--- src/logic/port_gate_pkg.sv ---
// Shared constants and types for the sleep port clock gating block
package port_gate_pkg;
  localparam int          NUM_PORTS         = 8;
  localparam logic [11:0] OFF_RUN_GATE      = 12'h108;
  localparam logic [11:0] OFF_SLEEP_GATE    = 12'h118;
  localparam logic [11:0] OFF_DEEP_GATE     = 12'h128;
  localparam logic [11:0] OFF_RUN_CONFIG    = 12'h060;
  localparam logic [11:0] OFF_IRQ_STATUS    = 12'h200;
  localparam logic [11:0] OFF_IRQ_MASK      = 12'h204;
  localparam int          ACG_BIT           = 27;
  localparam logic [31:0] GATE_RESET        = 32'h0000_0000;
  localparam logic [31:0] CONFIG_RESET      = 32'h0000_0000;
  localparam logic [31:0] MASK_RESET        = 32'h0000_0000;
  localparam logic [1:0]  RESP_OKAY         = 2'h0;
  localparam logic [1:0]  RESP_SLVERR       = 2'h2;
  localparam logic [1:0]  RESP_DECERR       = 2'h3;
  localparam int          EVT_FAULT         = 0;
  localparam int          EVT_MODE          = 1;
  localparam int          NUM_EVT           = 2;

  typedef enum logic [1:0] {
    MODE_RUN   = 2'h0,
    MODE_SLEEP = 2'h1,
    MODE_DEEP  = 2'h2
  } power_mode_t;

  // Port-side access request and answer
  typedef struct packed {
    logic       valid;
    logic [2:0] port;
  } port_req_t;

  typedef struct packed {
    logic       fault;
    logic       ok;
  } port_resp_t;
endpackage : port_gate_pkg

--- src/logic/gate_select.sv ---
// Picks the active gating mask for the present power mode
`timescale 1ns/100ps
module gate_select import port_gate_pkg::*; #(
  parameter int N = NUM_PORTS
) (
  input  wire logic        core_clk,
  input  wire logic        rst_n,
  input  wire power_mode_t mode,
  input  wire logic        auto_gate,
  input  wire logic [N-1:0] run_gate,
  input  wire logic [N-1:0] sleep_gate,
  input  wire logic [N-1:0] deep_gate,
  output logic      [N-1:0] clock_en
);
  logic [N-1:0] en_d;
  logic [N-1:0] en_q;

  always_comb begin
    en_d = run_gate;
    if (auto_gate) begin
      unique case (mode)
        MODE_SLEEP: en_d = sleep_gate;
        MODE_DEEP:  en_d = deep_gate;
        default:    en_d = run_gate;
      endcase
    end
  end

  always_ff @(posedge core_clk) begin
    if (!rst_n) en_q <= '0;
    else en_q <= en_d;
  end

  assign clock_en = en_q;
endmodule : gate_select

--- src/logic/port_access_check.sv ---
// Answers port accesses, faulting those aimed at an unclocked port
`timescale 1ns/100ps
module port_access_check import port_gate_pkg::*; #(
  parameter int N = NUM_PORTS
) (
  input  wire logic        core_clk,
  input  wire logic        rst_n,
  input  wire port_req_t   req,
  input  wire logic [N-1:0] clock_en,
  output port_resp_t       resp
);
  port_resp_t resp_d;
  port_resp_t resp_q;

  always_comb begin
    resp_d = '0;
    if (req.valid) begin
      resp_d.fault = !clock_en[req.port];
      resp_d.ok    = clock_en[req.port];
    end
  end

  always_ff @(posedge core_clk) begin
    if (!rst_n) resp_q <= '0;
    else resp_q <= resp_d;
  end

  assign resp = resp_q;
endmodule : port_access_check

--- src/logic/sleep_port_clock_gating.sv ---
// Sleep port clock gating: AXI4-Lite registers, mode select and fault flags
//
// Decided for this implementation: the AXI4-Lite slave port.
`timescale 1ns/100ps
module sleep_port_clock_gating import port_gate_pkg::*; #(
  parameter int N = NUM_PORTS
) (
  input  wire logic        core_clk,
  input  wire logic        rst_n,
  input  wire power_mode_t mode,
  input  wire port_req_t   port_req,
  output port_resp_t       port_resp,
  output logic [N-1:0]     port_clock_en,
  output logic             irq,
  input  wire logic [11:0] s_axi_awaddr,
  input  wire logic        s_axi_awvalid,
  output logic             s_axi_awready,
  input  wire logic [31:0] s_axi_wdata,
  input  wire logic [3:0]  s_axi_wstrb,
  input  wire logic        s_axi_wvalid,
  output logic             s_axi_wready,
  output logic [1:0]       s_axi_bresp,
  output logic             s_axi_bvalid,
  input  wire logic        s_axi_bready,
  input  wire logic [11:0] s_axi_araddr,
  input  wire logic        s_axi_arvalid,
  output logic             s_axi_arready,
  output logic [31:0]      s_axi_rdata,
  output logic [1:0]       s_axi_rresp,
  output logic             s_axi_rvalid,
  input  wire logic        s_axi_rready
);
  function automatic logic mapped(input logic [11:0] a);
    return a == OFF_RUN_GATE   ||
           a == OFF_SLEEP_GATE ||
           a == OFF_DEEP_GATE  ||
           a == OFF_RUN_CONFIG ||
           a == OFF_IRQ_STATUS ||
           a == OFF_IRQ_MASK;
  endfunction : mapped

  function automatic logic [N-1:0] merge(input logic [N-1:0] old,
                                         input logic [31:0] wd,
                                         input logic [3:0] st);
    logic [N-1:0] r;
    // Only the low N bits exist, so reserved bits always read zero
    r = old;
    for (int i = 0; i < N; i++) begin
      if (st[i / 8]) r[i] = wd[i];
    end
    return r;
  endfunction : merge

  // Register bank
  logic [N-1:0]       run_gate_q;
  logic [N-1:0]       run_gate_d;
  logic [N-1:0]       sleep_gate_q;
  logic [N-1:0]       sleep_gate_d;
  logic [N-1:0]       deep_gate_q;
  logic [N-1:0]       deep_gate_d;
  logic               acg_q;
  logic               acg_d;
  logic [NUM_EVT-1:0] status_q;
  logic [NUM_EVT-1:0] status_d;
  logic [NUM_EVT-1:0] mask_q;
  logic [NUM_EVT-1:0] mask_d;
  logic               irq_q;
  logic               irq_d;
  // Last sampled mode, for the mode-change flag
  power_mode_t        mode_q;

  // Bus slave state
  logic        aw_held_q;
  logic        aw_held_d;
  logic        w_held_q;
  logic        w_held_d;
  logic [11:0] awaddr_q;
  logic [11:0] awaddr_d;
  logic [31:0] wdata_q;
  logic [31:0] wdata_d;
  logic [3:0]  wstrb_q;
  logic [3:0]  wstrb_d;
  logic        bvalid_q;
  logic        bvalid_d;
  logic [1:0]  bresp_q;
  logic [1:0]  bresp_d;
  logic        rvalid_q;
  logic        rvalid_d;
  logic [1:0]  rresp_q;
  logic [1:0]  rresp_d;
  logic [31:0] rdata_q;
  logic [31:0] rdata_d;
  logic        awready_q;
  logic        awready_d;
  logic        wready_q;
  logic        wready_d;
  logic        arready_q;
  logic        arready_d;

  logic        do_write;
  logic        do_read;
  logic [N-1:0] clock_en;

  // Write commits once address and data are both held
  assign do_write = aw_held_q && w_held_q && !bvalid_q;
  assign do_read  = s_axi_arvalid && arready_q;

  // Bus handshake: one write and one read in flight at most
  always_comb begin
    aw_held_d = aw_held_q;
    w_held_d  = w_held_q;
    awaddr_d  = awaddr_q;
    wdata_d   = wdata_q;
    wstrb_d   = wstrb_q;
    bvalid_d  = bvalid_q;
    bresp_d   = bresp_q;
    rvalid_d  = rvalid_q;
    rresp_d   = rresp_q;
    rdata_d   = rdata_q;

    if (s_axi_awvalid && awready_q) begin
      aw_held_d = 1'b1;
      awaddr_d  = s_axi_awaddr;
    end
    if (s_axi_wvalid && wready_q) begin
      w_held_d = 1'b1;
      wdata_d  = s_axi_wdata;
      wstrb_d  = s_axi_wstrb;
    end
    if (do_write) begin
      aw_held_d = 1'b0;
      w_held_d  = 1'b0;
      bvalid_d  = 1'b1;
      bresp_d   = mapped(awaddr_q) ? RESP_OKAY : RESP_DECERR;
    end
    if (bvalid_q && s_axi_bready) begin
      bvalid_d = 1'b0;
    end
    if (rvalid_q && s_axi_rready) begin
      rvalid_d = 1'b0;
    end

    if (do_read) begin
      rvalid_d = 1'b1;
      rresp_d  = mapped(s_axi_araddr) ? RESP_OKAY : RESP_DECERR;
      rdata_d  = 32'h0000_0000;
      unique case (s_axi_araddr)
        OFF_RUN_GATE:   rdata_d[N-1:0] = run_gate_q;
        OFF_SLEEP_GATE: rdata_d[N-1:0] = sleep_gate_q;
        OFF_DEEP_GATE:  rdata_d[N-1:0] = deep_gate_q;
        OFF_RUN_CONFIG: rdata_d[ACG_BIT] = acg_q;
        OFF_IRQ_STATUS: rdata_d[NUM_EVT-1:0] = status_q;
        OFF_IRQ_MASK:   rdata_d[NUM_EVT-1:0] = mask_q;
        default: ;
      endcase
    end

    // Ready drops as soon as a transfer is held, so none is lost
    awready_d = !aw_held_d && !bvalid_d;
    wready_d  = !w_held_d && !bvalid_d;
    arready_d = !rvalid_d;
  end

  // Register bank and sticky event flags
  always_comb begin
    run_gate_d   = run_gate_q;
    sleep_gate_d = sleep_gate_q;
    deep_gate_d  = deep_gate_q;
    acg_d        = acg_q;
    mask_d       = mask_q;
    status_d     = status_q;

    if (do_write) begin
      unique case (awaddr_q)
        OFF_RUN_GATE:   run_gate_d   = merge(run_gate_q, wdata_q, wstrb_q);
        OFF_SLEEP_GATE: sleep_gate_d = merge(sleep_gate_q, wdata_q, wstrb_q);
        OFF_DEEP_GATE:  deep_gate_d  = merge(deep_gate_q, wdata_q, wstrb_q);
        OFF_RUN_CONFIG: begin
          if (wstrb_q[ACG_BIT / 8]) begin
            acg_d = wdata_q[ACG_BIT];
          end
        end
        OFF_IRQ_MASK: begin
          if (wstrb_q[0]) begin
            mask_d = wdata_q[NUM_EVT-1:0];
          end
        end
        default: ;
      endcase
    end

    if (do_read && s_axi_araddr == OFF_IRQ_STATUS) begin
      status_d = '0;
    end
    // Set after clear, so an event in the clearing cycle survives
    if (port_resp.fault) begin
      status_d[EVT_FAULT] = 1'b1;
    end
    if (mode != mode_q) begin
      status_d[EVT_MODE] = 1'b1;
    end

    irq_d = |(status_d & mask_d);
  end

  // Bus channel registers
  always_ff @(posedge core_clk) begin
    if (!rst_n) begin
      aw_held_q <= 1'b0;
      w_held_q  <= 1'b0;
      awaddr_q  <= '0;
      wdata_q   <= '0;
      wstrb_q   <= '0;
      bvalid_q  <= 1'b0;
      bresp_q   <= RESP_OKAY;
      rvalid_q  <= 1'b0;
      rresp_q   <= RESP_OKAY;
      rdata_q   <= '0;
      awready_q <= 1'b0;
      wready_q  <= 1'b0;
      arready_q <= 1'b0;
    end else begin
      aw_held_q <= aw_held_d;
      w_held_q  <= w_held_d;
      awaddr_q  <= awaddr_d;
      wdata_q   <= wdata_d;
      wstrb_q   <= wstrb_d;
      bvalid_q  <= bvalid_d;
      bresp_q   <= bresp_d;
      rvalid_q  <= rvalid_d;
      rresp_q   <= rresp_d;
      rdata_q   <= rdata_d;
      awready_q <= awready_d;
      wready_q  <= wready_d;
      arready_q <= arready_d;
    end
  end

  // Gating registers, flags and interrupt line
  always_ff @(posedge core_clk) begin
    if (!rst_n) begin
      run_gate_q   <= GATE_RESET[N-1:0];
      sleep_gate_q <= GATE_RESET[N-1:0];
      deep_gate_q  <= GATE_RESET[N-1:0];
      acg_q        <= CONFIG_RESET[ACG_BIT];
      status_q     <= '0;
      mask_q       <= MASK_RESET[NUM_EVT-1:0];
      irq_q        <= 1'b0;
      mode_q       <= MODE_RUN;
    end else begin
      run_gate_q   <= run_gate_d;
      sleep_gate_q <= sleep_gate_d;
      deep_gate_q  <= deep_gate_d;
      acg_q        <= acg_d;
      status_q     <= status_d;
      mask_q       <= mask_d;
      irq_q        <= irq_d;
      mode_q       <= mode;
    end
  end

  gate_select #(.N(N)) u_select (
    .core_clk   (core_clk),
    .rst_n      (rst_n),
    .mode       (mode),
    .auto_gate  (acg_q),
    .run_gate   (run_gate_q),
    .sleep_gate (sleep_gate_q),
    .deep_gate  (deep_gate_q),
    .clock_en   (clock_en)
  );

  port_access_check #(.N(N)) u_check (
    .core_clk (core_clk),
    .rst_n    (rst_n),
    .req      (port_req),
    .clock_en (clock_en),
    .resp     (port_resp)
  );

  assign port_clock_en = clock_en;
  assign irq           = irq_q;
  assign s_axi_awready = awready_q;
  assign s_axi_wready  = wready_q;
  assign s_axi_bvalid  = bvalid_q;
  assign s_axi_bresp   = bresp_q;
  assign s_axi_arready = arready_q;
  assign s_axi_rvalid  = rvalid_q;
  assign s_axi_rresp   = rresp_q;
  assign s_axi_rdata   = rdata_q;
endmodule : sleep_port_clock_gating

--- config.mk ---
export PLATFORM = sky130hd
export DESIGN_NAME = sleep_port_clock_gating
export DESIGN_NICKNAME = d
export VERILOG_FILES = /design/src/logic/port_gate_pkg.sv /design/src/logic/gate_select.sv /design/src/logic/port_access_check.sv /design/src/logic/sleep_port_clock_gating.sv
export SDC_FILE = /design/constraint.sdc
export NUM_CORES = 1
export LEC_CHECK = 0
export ABC_AREA = 0
export ABC_CLOCK_PERIOD_IN_PS = 5500
export BUFFER_PORTS_ARGS = -buffer_cell sky130_fd_sc_hd__buf_2
export CAP_MARGIN = 20
export CELL_PAD_IN_SITES_DETAIL_PLACEMENT = 2
export CELL_PAD_IN_SITES_GLOBAL_PLACEMENT = 2
export CORE_ASPECT_RATIO = 0.7
export CORE_MARGIN = 1
export CORE_UTILIZATION = 33
export CTS_BUF_LIST = sky130_fd_sc_hd__clkbuf_2 sky130_fd_sc_hd__clkbuf_4 sky130_fd_sc_hd__clkbuf_8
export CTS_CLUSTER_SIZE = 40
export DETAILED_ROUTE_END_ITERATION = 7
export PLACE_DENSITY = 0.89
export RECOVER_POWER = 100
export SLEW_MARGIN = 25
export SYNTH_ARGS = -nofsm -noshare
export SYNTH_HDL_FRONTEND = slang
export SYNTH_HIERARCHICAL = 1
export SYNTH_SLANG_ARGS = --single-unit
--- constraint.sdc ---
create_clock -name core_clk -period 5.5 [get_ports core_clk]
set_input_delay 1.1 -clock core_clk [delete_from_list [all_inputs] [get_ports core_clk]]
set_output_delay 1.1 -clock core_clk [all_outputs]
set_load 0.005 [all_outputs]
## Word level (Yosys, flattened, before mapping)

Index checks and enable logic that the tools add are counted.

| storage, ports and cells | value |
|---|---|
| input bits | 73 |
| logic and storage cells | 96 |
| flip-flop bits (word level) | 106 |

| cells by class | value |
|---|---|
| bitwise logic cells | 1 |
| equality and inequality tests | 15 |
| magnitude comparators | 1 |
| reductions and logical operators | 32 |
| multiplexer cells | 23 |

Operators by type and width:

| cell | number |
|---|---|
| $eq A12 B9 Y1 const B | 6 |
| $eq A12 B10 Y1 const B | 4 |
| $eq A12 B7 Y1 const B | 2 |
| $pmux W6 S3 | 1 |
| $pmux W8 S2 | 1 |
| $mux W1 | 12 |
| $mux W2 | 6 |
| $reduce_and A3 Y1 | 4 |
| $logic_and A1 B1 Y1 | 10 |
| $logic_or A1 B1 Y1 | 10 |
| $pmux W2 S5 | 1 |
| $mux W8 | 1 |
| $logic_not A1 Y1 | 6 |
| $lt A3 B4 Y1 const B | 1 |
| $bmux W1 S3 | 1 |
| $and A2 B2 Y2 | 1 |
| $eq A2 B1 Y1 const B | 1 |
| $eq A2 B2 Y1 const B | 1 |
| $ne A2 B2 Y1 | 1 |
| $reduce_and A2 Y1 | 1 |
| $reduce_or A2 Y1 | 1 |

## Depth between registers and ports, before layout

Gate-level depths: netlist of run 1.

| depth | value |
|---|---|
| word-level depth | 7 |
| mapped depth | 6 |
| mapped depth without buffers | 5 |

## By module

Netlist of run 1, hierarchy kept.

By module, submodules not included:

| module | area an instance (um^2) | sequential area each (um^2) | cells each | instances |
|---|---|---|---|---|
| sleep_port_clock_gating | 3,316.9 | 1,461.4 | 377 | 1 |
| gate_select | 417.9 | 160.2 | 41 | 1 |
| port_access_check | 128.9 | 40.0 | 11 | 1 |

## Worst setup path after synthesis of run 1

OpenSTA, ideal clock, no wires.

| timing | value |
|---|---|
| kind | input to register |
| start | input port s_axi_araddr[5] |
| end | register irq_q, in the netlist irq |
| buffers on the path | 1 |
| cell stages on the path | 6 |
| data arrival time | 2,302 ps |
| path slack | 3,071 ps |
| required time | 5,373 ps |
| cell sequence | clkbuf_1 nor4b_1 nand3_1 nor3_1 o21a_1 o22ai_1 |

| on the way | value |
|---|---|
| cells in the longest elaborated chain, start to end | 6 |

Ends and longest elaborated chain:

| what | RTL line | RTL |
|---|---|---|
| from (decl) | sleep_port_clock_gating.sv:25 | `input wire logic [11:0] s_axi_araddr,` |
| $eq A12 B10 Y1 * | sleep_port_clock_gating.sv:192 | `if (do_read && s_axi_araddr == OFF_IRQ_STATUS) begin` |
| $logic_and A1 B1 Y1 * | sleep_port_clock_gating.sv:192 |  |
| $mux W2 * | sleep_port_clock_gating.sv:192 |  |
| $mux W1 (on tied branches) | sleep_port_clock_gating.sv:196, sleep_port_clock_gating.sv:199 |  |
| $and A2 B2 Y2 * | sleep_port_clock_gating.sv:203 | `irq_d = \|(status_d & mask_d);` |
| $reduce_or A2 Y1 * | sleep_port_clock_gating.sv:203 |  |
| to (signal assigned) | sleep_port_clock_gating.sv:257 | `irq_q <= irq_d;` |
| to (decl) | sleep_port_clock_gating.sv:67 | `logic irq_q;` |

Mark *: on every way between the ends. The rest lies on a longest branch, timed or not.
A chain may end at the register's enable or synchronous reset.

## Final worst setup path of run 1

| timing | value |
|---|---|
| start | register awaddr_q[8] |
| end | register sleep_gate_q[7] |

| on the way | value |
|---|---|
| cells in the longest elaborated chain, start to end | 2 |

Ends and longest elaborated chain:

| what | RTL line | RTL |
|---|---|---|
| from (decl) | sleep_port_clock_gating.sv:77 | `logic [11:0] awaddr_q;` |
| from (signal assigned) | sleep_port_clock_gating.sv:225 | `awaddr_q <= awaddr_d;` |
| $eq A12 B9 Y1 | sleep_port_clock_gating.sv:174 | `unique case (awaddr_q)` |
| $reduce_and A3 Y1 (no source line) | -- |  |
| to (signal assigned) | sleep_port_clock_gating.sv:243 | `sleep_gate_q <= GATE_RESET[N-1:0];` |
| to (signal assigned) | sleep_port_clock_gating.sv:252 | `sleep_gate_q <= sleep_gate_d;` |
| to (decl) | sleep_port_clock_gating.sv:57 | `logic [N-1:0] sleep_gate_q;` |

Every way passes these cells.

==> results of run 1 <==
-- worst max-delay path: stages, from the launching register on --
cell	delay, ns
dfxtp_1	0.39
nand2_1	0.16
nor4_1	0.47
nand3_2	0.13
nor3_1	1.07
mux2i_1	0.29
-- layout by cell type (no fill, tap or decap), types with 3 or more instances in the layout --
cell type  count
and2_1         3
a221oi_1       8
and3_1         3
nand2b_1       3
nor2_1        27
mux2i_1       41
inv_1          4
and2_0         4
o21ai_0       19
a21oi_1       10
clkbuf_1      16
nor3_1         6
a21boi_0      26
and4_1         4
dfxtp_1       83
nand3_1        4
nand2_1       85
nor2b_1       21
clkbuf_8      10
conb_1        23
nor3b_1        4
buf_2         60
clkinv_4       3
nor4bb_1       3
-- sequential cells by signal (all words and copies together), names as in the netlist, 2 cells and up --
name	cells
u_select/clock_en	8
awaddr_q	12
wdata_q	9
deep_gate_q	8
u_check/resp	2
run_gate_q	8
mask_q	2
wstrb_q	2
s_axi_rdata	9
status_q	2
sleep_gate_q	8
mode_q	2
-- through the flow --
| step | hold slack [ns] | worst slack (ns) | cell area [um2] |
|---|---|---|---|
| 3_3_place_gp | 0.435 | 2.92 | 4250 |
| 6_report | 0.465 | 2.91 | 4390 |
| 3_5_place_dp | 0.450 | 2.81 | 4250 |
| 5_1_grt | 0.519 | 2.71 | 4390 |
| 4_1_cts | 0.470 | 3.17 | 4480 |
| 2_1_floorplan | 0.435 | 3.07 | 3950 |
-- power by group through the flow --
stage	Clock, mW	Combinational, mW	Sequential [mW]
6_report	0.500	0.102	0.633
5_1_grt	0.539	0.115	0.636
4_1_cts	0.518	0.105	0.634
3_5_place_dp	0	0.104	0.647
3_3_place_gp	0	0.0977	0.645
2_1_floorplan	0	0.0767	0.642
-- cells by family (layout without fill, tap and decap cells) --
| group | Yosys count | after routing | share of synthesized area, % |
|---|---|---|---|
| flops | 83 | 83 | 43.0 |
| compound gates | 71 | 71 | 13.5 |
| other cells | 1 | 23 | 0.0971 |
| xor+xnor | 2 | 2 | 0.453 |
| mux | 42 | 42 | 11.2 |
| buf+inv | 49 | 97 | 7.48 |
| fa+ha+maj | 2 | 2 | 0.648 |
| simple gates | 179 | 179 | 23.6 |
-- layer usage --
layer,wire length [um],global-route usage (%),vias up,share of wire [%]
li1,-,-,1546,-
met1,5380,24.9,1505,48
met2,5120,33.2,79,46
met3,486,4.54,13,4.4
met4,118,5.91,0,1.1
met5,0,0,-,0
-- worst paths after layout --
path	from	endpoint	depth (start not counted)
min	s_axi_rdata[3]$_SDFFE_PN0N_	s_axi_rdata[3]$_SDFFE_PN0N_	2
max reg2reg	awaddr_q[8]$_SDFFE_PN0P_	sleep_gate_q[7]$_SDFFE_PN0P_	5
max	awaddr_q[8]$_SDFFE_PN0P_	sleep_gate_q[7]$_SDFFE_PN0P_	5
min reg2reg	s_axi_rdata[3]$_SDFFE_PN0N_	s_axi_rdata[3]$_SDFFE_PN0N_	2
-- cell type report --
cell class	count	share of cell area, %
Clock buffer	11	3.31
Clock inverter	5	1.97
Inverter	4	0.342
Multi-Input combinational cell	319	43.8
Sequential cell	83	37.9
Tap cell	153	4.36
Timing Repair Buffer	77	8.38
==> run summary, run 1 <==
At the later pin of the worst-skew pair, clock insertion delay measures 0.37 ns. The number of I/O port buffers is 76, and the number of placed cells counting well taps is 636. For this run, the detailed router's first-pass iteration total came to 4. For this run, the share of the core covered by cells in the final layout is 39.2%. Setup repair after global routing left no endpoint under its margin. After synthesis the netlist holds a flip-flop and latch count of 83. The clock tree synthesis step divided the H-tree into 3 levels.

125 I/O pins were placed. The worst setup path is captured at a register. The setup violation total in the final timing report is 0. The tree is rooted in a clkbuf_8. The worst setup path is launched from a register. The die covers 12200 um2. The tools report the total overflow reported by the global router as 0. The overall die height is 92.5 um, and the timing-limited maximum frequency is 386 MHz. The clock transition at the registers of the reported paths was 0.09 ns. The antenna diode count was 0; the number of sinks driven by the clock tree was 83. In the final routed layout, each cell accounts on average for 17.0 um. After floorplanning, the core was divided into 32 placement rows. From synthesis to final layout, the design area changed by 13.6%. By startpoint and endpoint, the worst setup path is classified as reg -> reg. The most common flop cell mapped by yosys is dfxtp_1. The post-cts hold buffer count is 0, and the share of async-settable or async-resettable flops after synthesis is 0%. The setup check on the worst reg-to-reg path leaves a slack of 2.91 ns. TritonCTS built the clock tree.

In the finished design, the share of the clock period the worst path needs comes to 47.1%. At the end of the flow, the number of nets in the layout was 569. For the total leakage power, the log shows 1.85 nW. The run gives 9 as the number of buffers created by CTS. The detailed router finished its first iteration with 126 violations.

The measured slew at the worst slew-check pin was 1.35 ns. In this run the worst hold path is classified as reg -> reg. The sequential share of power is 51.3%, and the sequential cell area fraction in the yosys report is 43.0%. After synthesis, the mean cell area works out to 9.01 um2. In the routed design, unresolved DRC markers number 0. The tools report the sequential cell area as 1660 um2. The internal power of the cells totals 935 uW. The synthesized design spends more area on one cell type than any other, namely dfxtp_1. The run finished with clean final reports. Cells with a size suffix above 1 make up 16.6% of the layout. The total half-perimeter wirelength after legalization and detailed placement came out at 8.20 mm. The switching fraction of total power came out at 24.2%. In this run the deepest clock path goes through 2 buffers.

Between clock sinks in the finished design, the worst skew comes to 0.0110 ns. For the number of max-slew violations in the final report, the log shows 0. Wires add up to 11.1 mm. Sorting the synthesized cells by area gives the leading types as dfxtp_1 43%, mux2i_1 11%, nand2_1 8.3%. At the end of routability-driven placement, the weighted congestion stood at 0.830.

The tools report the number of hold violations in the final report as 0. Sorting the synthesized cells by how often they occur yields 85 x nand2_1, 83 x dfxtp_1, 41 x mux2i_1. The tool flagged a number of max-cap violations equal to 0. The largest net degree at the start of global routing came out at 86. In this run the worst path has a maximum fanout of 8. The total routing resource utilization after global routing is 19.6%. The ratio of total power to cell area is 281 nW/um2, and the post-synthesis instance total is 429. The top cell type by area accounts for 43.0% of the synthesized area.

The region available for standard cell placement spans 11200 um2. Combinational logic is responsible for 8.2% of the overall power. Synthesis instantiated 48 different standard cells from the library. Initial antenna violation count: 0.

The net switching power is 299 uW. The chip width was 131 um; the final cell count without fillers was 652. After filler insertion, the fill cell instance count of the layout stands at 1298.

The initial utilization of the core area, before any placement, comes to 34.5%. The worst path needs 2.59 ns of the cycle, external delays included. Once detail routing completed, the nets flagged for antenna violations numbered 0. The final-layout setup total negative slack is 0 ns. The arrival time reported for the critical path endpoint was 2.89 ns. The Yosys step of the flow raised 6 warnings. The overall power was 1.23 mW; the tightest slew margin relative to the limit was 9.55%. In the routed layout, each cell is associated on average with a via count of 4.82. In this run, the clock network consumes 40.5% of the power.

The post-cts resize count is 0, and the number of setup buffers added after CTS is 0. The first global-routing pass estimated 18.4 mm of wire. Number of global-route vias before repair: 3421. The area of the multi-input gates was 1920 um2. Summing over every cut layer, the via total after detailed routing is 3143. Number of flops mapped to enable cells by yosys: 0. The worst supply voltage drop on vdd was 143 uV.

By instance count, the leading cell after synthesis is nand2_1. STA puts the critical path data required time at 5.80 ns. The synthesized netlist occupies a cell area of 3860 um2.
No activity file was read; power rests on OpenSTA's default activity.
==> run 2, diff against run 1 <==
Settings changed: ABC_CLOCK_PERIOD_IN_PS 5500 to 2300, CORE_UTILIZATION 33 to 27, PLACE_DENSITY 0.89 to 0.78.
Clock period 5.5 ns to 2.3 ns, I/O delays scaled along.
==> run 2 against run 1 <==
Final cell count is 6.1% higher; hold slack worse by 0.12 ns; power is 120% higher; clock skew is 0.00087 ns lower; critical path depth stayed put; sequential share of layout area is 0.51 points lower; die area is 22% higher; combinational power is 140% higher; non-clock buffer count is 3 higher.
==> run summary, run 2 (synthesis results as in run 1) <==
The worst-case IR drop observed on VDD is 228 uV. The number of max-slew violations in the final report is 0. The clock transition at the registers of the reported paths is 0.09 ns. Broken down by cell family, the worst path's largest delay share belongs to simple AND/OR/NAND/NOR gates.

The H-tree level count came out at 3. The min-delay analysis places its worst path in the category in -> reg. The row count came out at 36. The total of fill cells in the finished design was 1640; the I/O pin total was 125. The register with the most flip-flops was awaddr_q.

The final layout contains routed wiring with a total length of 10.8 mm. For the worst setup path, the data arrival time is 2.29 ns. Timing would allow up to 493 MHz. Of the cells placed in the final design, the portion with a size suffix greater than 1 is 17.1%. Routability-driven placement finished with a final weighted congestion of 0.777. The library cells used most frequently in the layout, excluding fill and tap cells, are 85 x nand2_1, 83 x dfxtp_1, 53 x buf_2. The die covers 14800 um2. The startpoint type of the worst setup path is a register. The tightest slew margin relative to the limit was 25.0%. The number of hold violations in the final report is 0.

The design draws 2.73 mW. The run gives 0 as the initial antenna violation count. The flow ran to the end, and the final reports show no timing, DRC or antenna violations.

The antenna violation net count after detailed routing was 0; the average wire length per cell after detail routing was 15.6 um. The run gives 100 as the violation count after the first detailed-route iteration. The net switching power came out at 716 uW.

Global routing used 15.6% of the available tracks across all layers. The final layout contains 572 nets. The signal on the critical path passes through or4_4 > nor2_8 > nand3_1 > mux2i_1 > nor2b_1.

For the sequential share of power, the log shows 55.5%. At the later pin of the worst-skew pair, clock insertion delay measures 0.37 ns. For the worst slack after detailed placement, the log shows 0.258 ns.

The first global-routing pass estimated 17.9 mm of wire. Number of global-route vias before repair: 3427. The number of antenna diodes in the final layout is 0. The worst setup path is of the reg -> reg kind. The first detailed-routing pass took 4 iterations. For the number of buffers created by CTS, the log shows 9.

For the total overflow reported by the global router, the log shows 0. Combinational logic is responsible for 8.9% of the overall power. The via count is 3151. The post-cts hold buffer count is 0. At the worst endpoint, the required time is 2.56 ns. Along the worst path, the maximum fanout reaches 8.

Of the total power, the share spent switching nets is 26.3%. After layout, the worst path uses 88.2% of the clock period. In this run the power density over the cells is 612 nW/um2. Setup repair after global routing left no endpoint under its margin.

In the final timing run, aggregate negative setup slack is 0 ns. The internal portion of the total power is 2.01 mW. Setup violations remaining at the end of the flow were counted as 0. The logs give 8.40 mm for the total half-perimeter wirelength after legalization and detailed placement and 1.87 nW for the total leakage power.

TritonCTS built the clock tree. For the pin with the worst max-slew slack, the measured transition is 1.13 ns. The floorplan core area was 14000 um2; the minimum clock period after layout was 2.03 ns. The tools report the clock skew after layout as 0.0101 ns. In this design, the stage delay of the slowest critical-path cell is 0.57 ns.

The remaining design rule violation count was 0. In this run the horizontal extent of the chip is 145 um. Across the run, the number of max-cap violations was 0.

On the critical path, the stage with the largest delay is an instance of or4_4. The tools report the clock tree buffer depth as 2. Entering global routing, the biggest net connects 60 pins. The run gives 0 as the number of setup buffers added after CTS. Setup slack on the critical path of the routed design comes to 0.271 ns.

The post-cts resize count was 0; the flip-flop count of the largest register after layout was 12. After detailed routing, the number of vias per cell comes to 4.55. The initial utilization of the core area, before any placement, comes to 27.7%.

The tree built by TritonCTS fans out to 83 sinks. STA classifies the critical path endpoint as a register. In this run the vertical extent of the chip is 102 um. Port buffering added 76 buffers. The cell sitting at the root of the clock tree is a clkbuf_8. The synthesis-to-layout area growth is 15.2%, and the number of buffer and inverter stages on the critical path is 0. Of the total power, the clock network draws 35.5%.

The most common cell after layout, fill and taps aside was nand2_1. At the end of the flow the core is filled with cells to 31.9%.
run 2: worst register-to-register path, stage by stage (launching register included):
cell and delay [ns]:
dfxtp_1 0.32, or4_4 0.57, nor2_8 0.15, nand3_1 0.45
mux2i_1 0.35, nor2b_1 0.08
run 2: area by class of cell:
type / instances / area (um2) / share of cell area, %
inverters: 4 / 15.0 / 0.337
clock buffers: 12 / 146 / 3.29
multi-input cells: 319 / 1970 / 44.3
flip-flops and latches: 83 / 1660 / 37.3
well taps: 190 / 238 / 5.34
repair buffers: 80 / 388 / 8.72
clock inverters: 4 / 27.5 / 0.619
run 2: metrics by stage:
step                std cells  instance area, um2  hold WS [ns]
finish                    692                4450         0.341
global route              692                4450         0.329
CTS                       692                4510         0.327
detailed placement        676                4330         0.454
global placement          676                4330         0.435
floorplan                 451                3950         0.435
run 2: metal layers:
layer | routed length (um) | GRT usage [%] | up-vias
met3 | 520 | 4.78 | 7
met1 | 5680 | 21.2 | 1512
met4 | 87 | 4.17 | 0
met5 | 0 | 0 | -
met2 | 4480 | 23.9 | 75
li1 | - | - | 1557
run 2: path summary, 6_finish.rpt:
kind                          startpoint                           to  slack [ns]  cells after the start
min reg2reg  s_axi_rdata[4]$_SDFFE_PN0N_  s_axi_rdata[4]$_SDFFE_PN0N_        0.48                      2
max            awaddr_q[10]$_SDFFE_PN0P_   run_gate_q[6]$_SDFFE_PN0P_        0.27                      5
min                      s_axi_awaddr[6]     awaddr_q[6]$_SDFFE_PN0P_        0.34                      3
max reg2reg    awaddr_q[10]$_SDFFE_PN0P_   run_gate_q[6]$_SDFFE_PN0P_        0.27                      5
run 2: power by group through the flow:
stage          logic [mW]  clock network, mW  registers (mW)
2_1_floorplan       0.183                  0            1.54
3_3_place_gp        0.238                  0            1.54
3_5_place_dp        0.251                  0            1.55
4_1_cts             0.252               1.01            1.52
5_1_grt             0.276               1.07            1.52
6_report            0.243              0.969            1.51
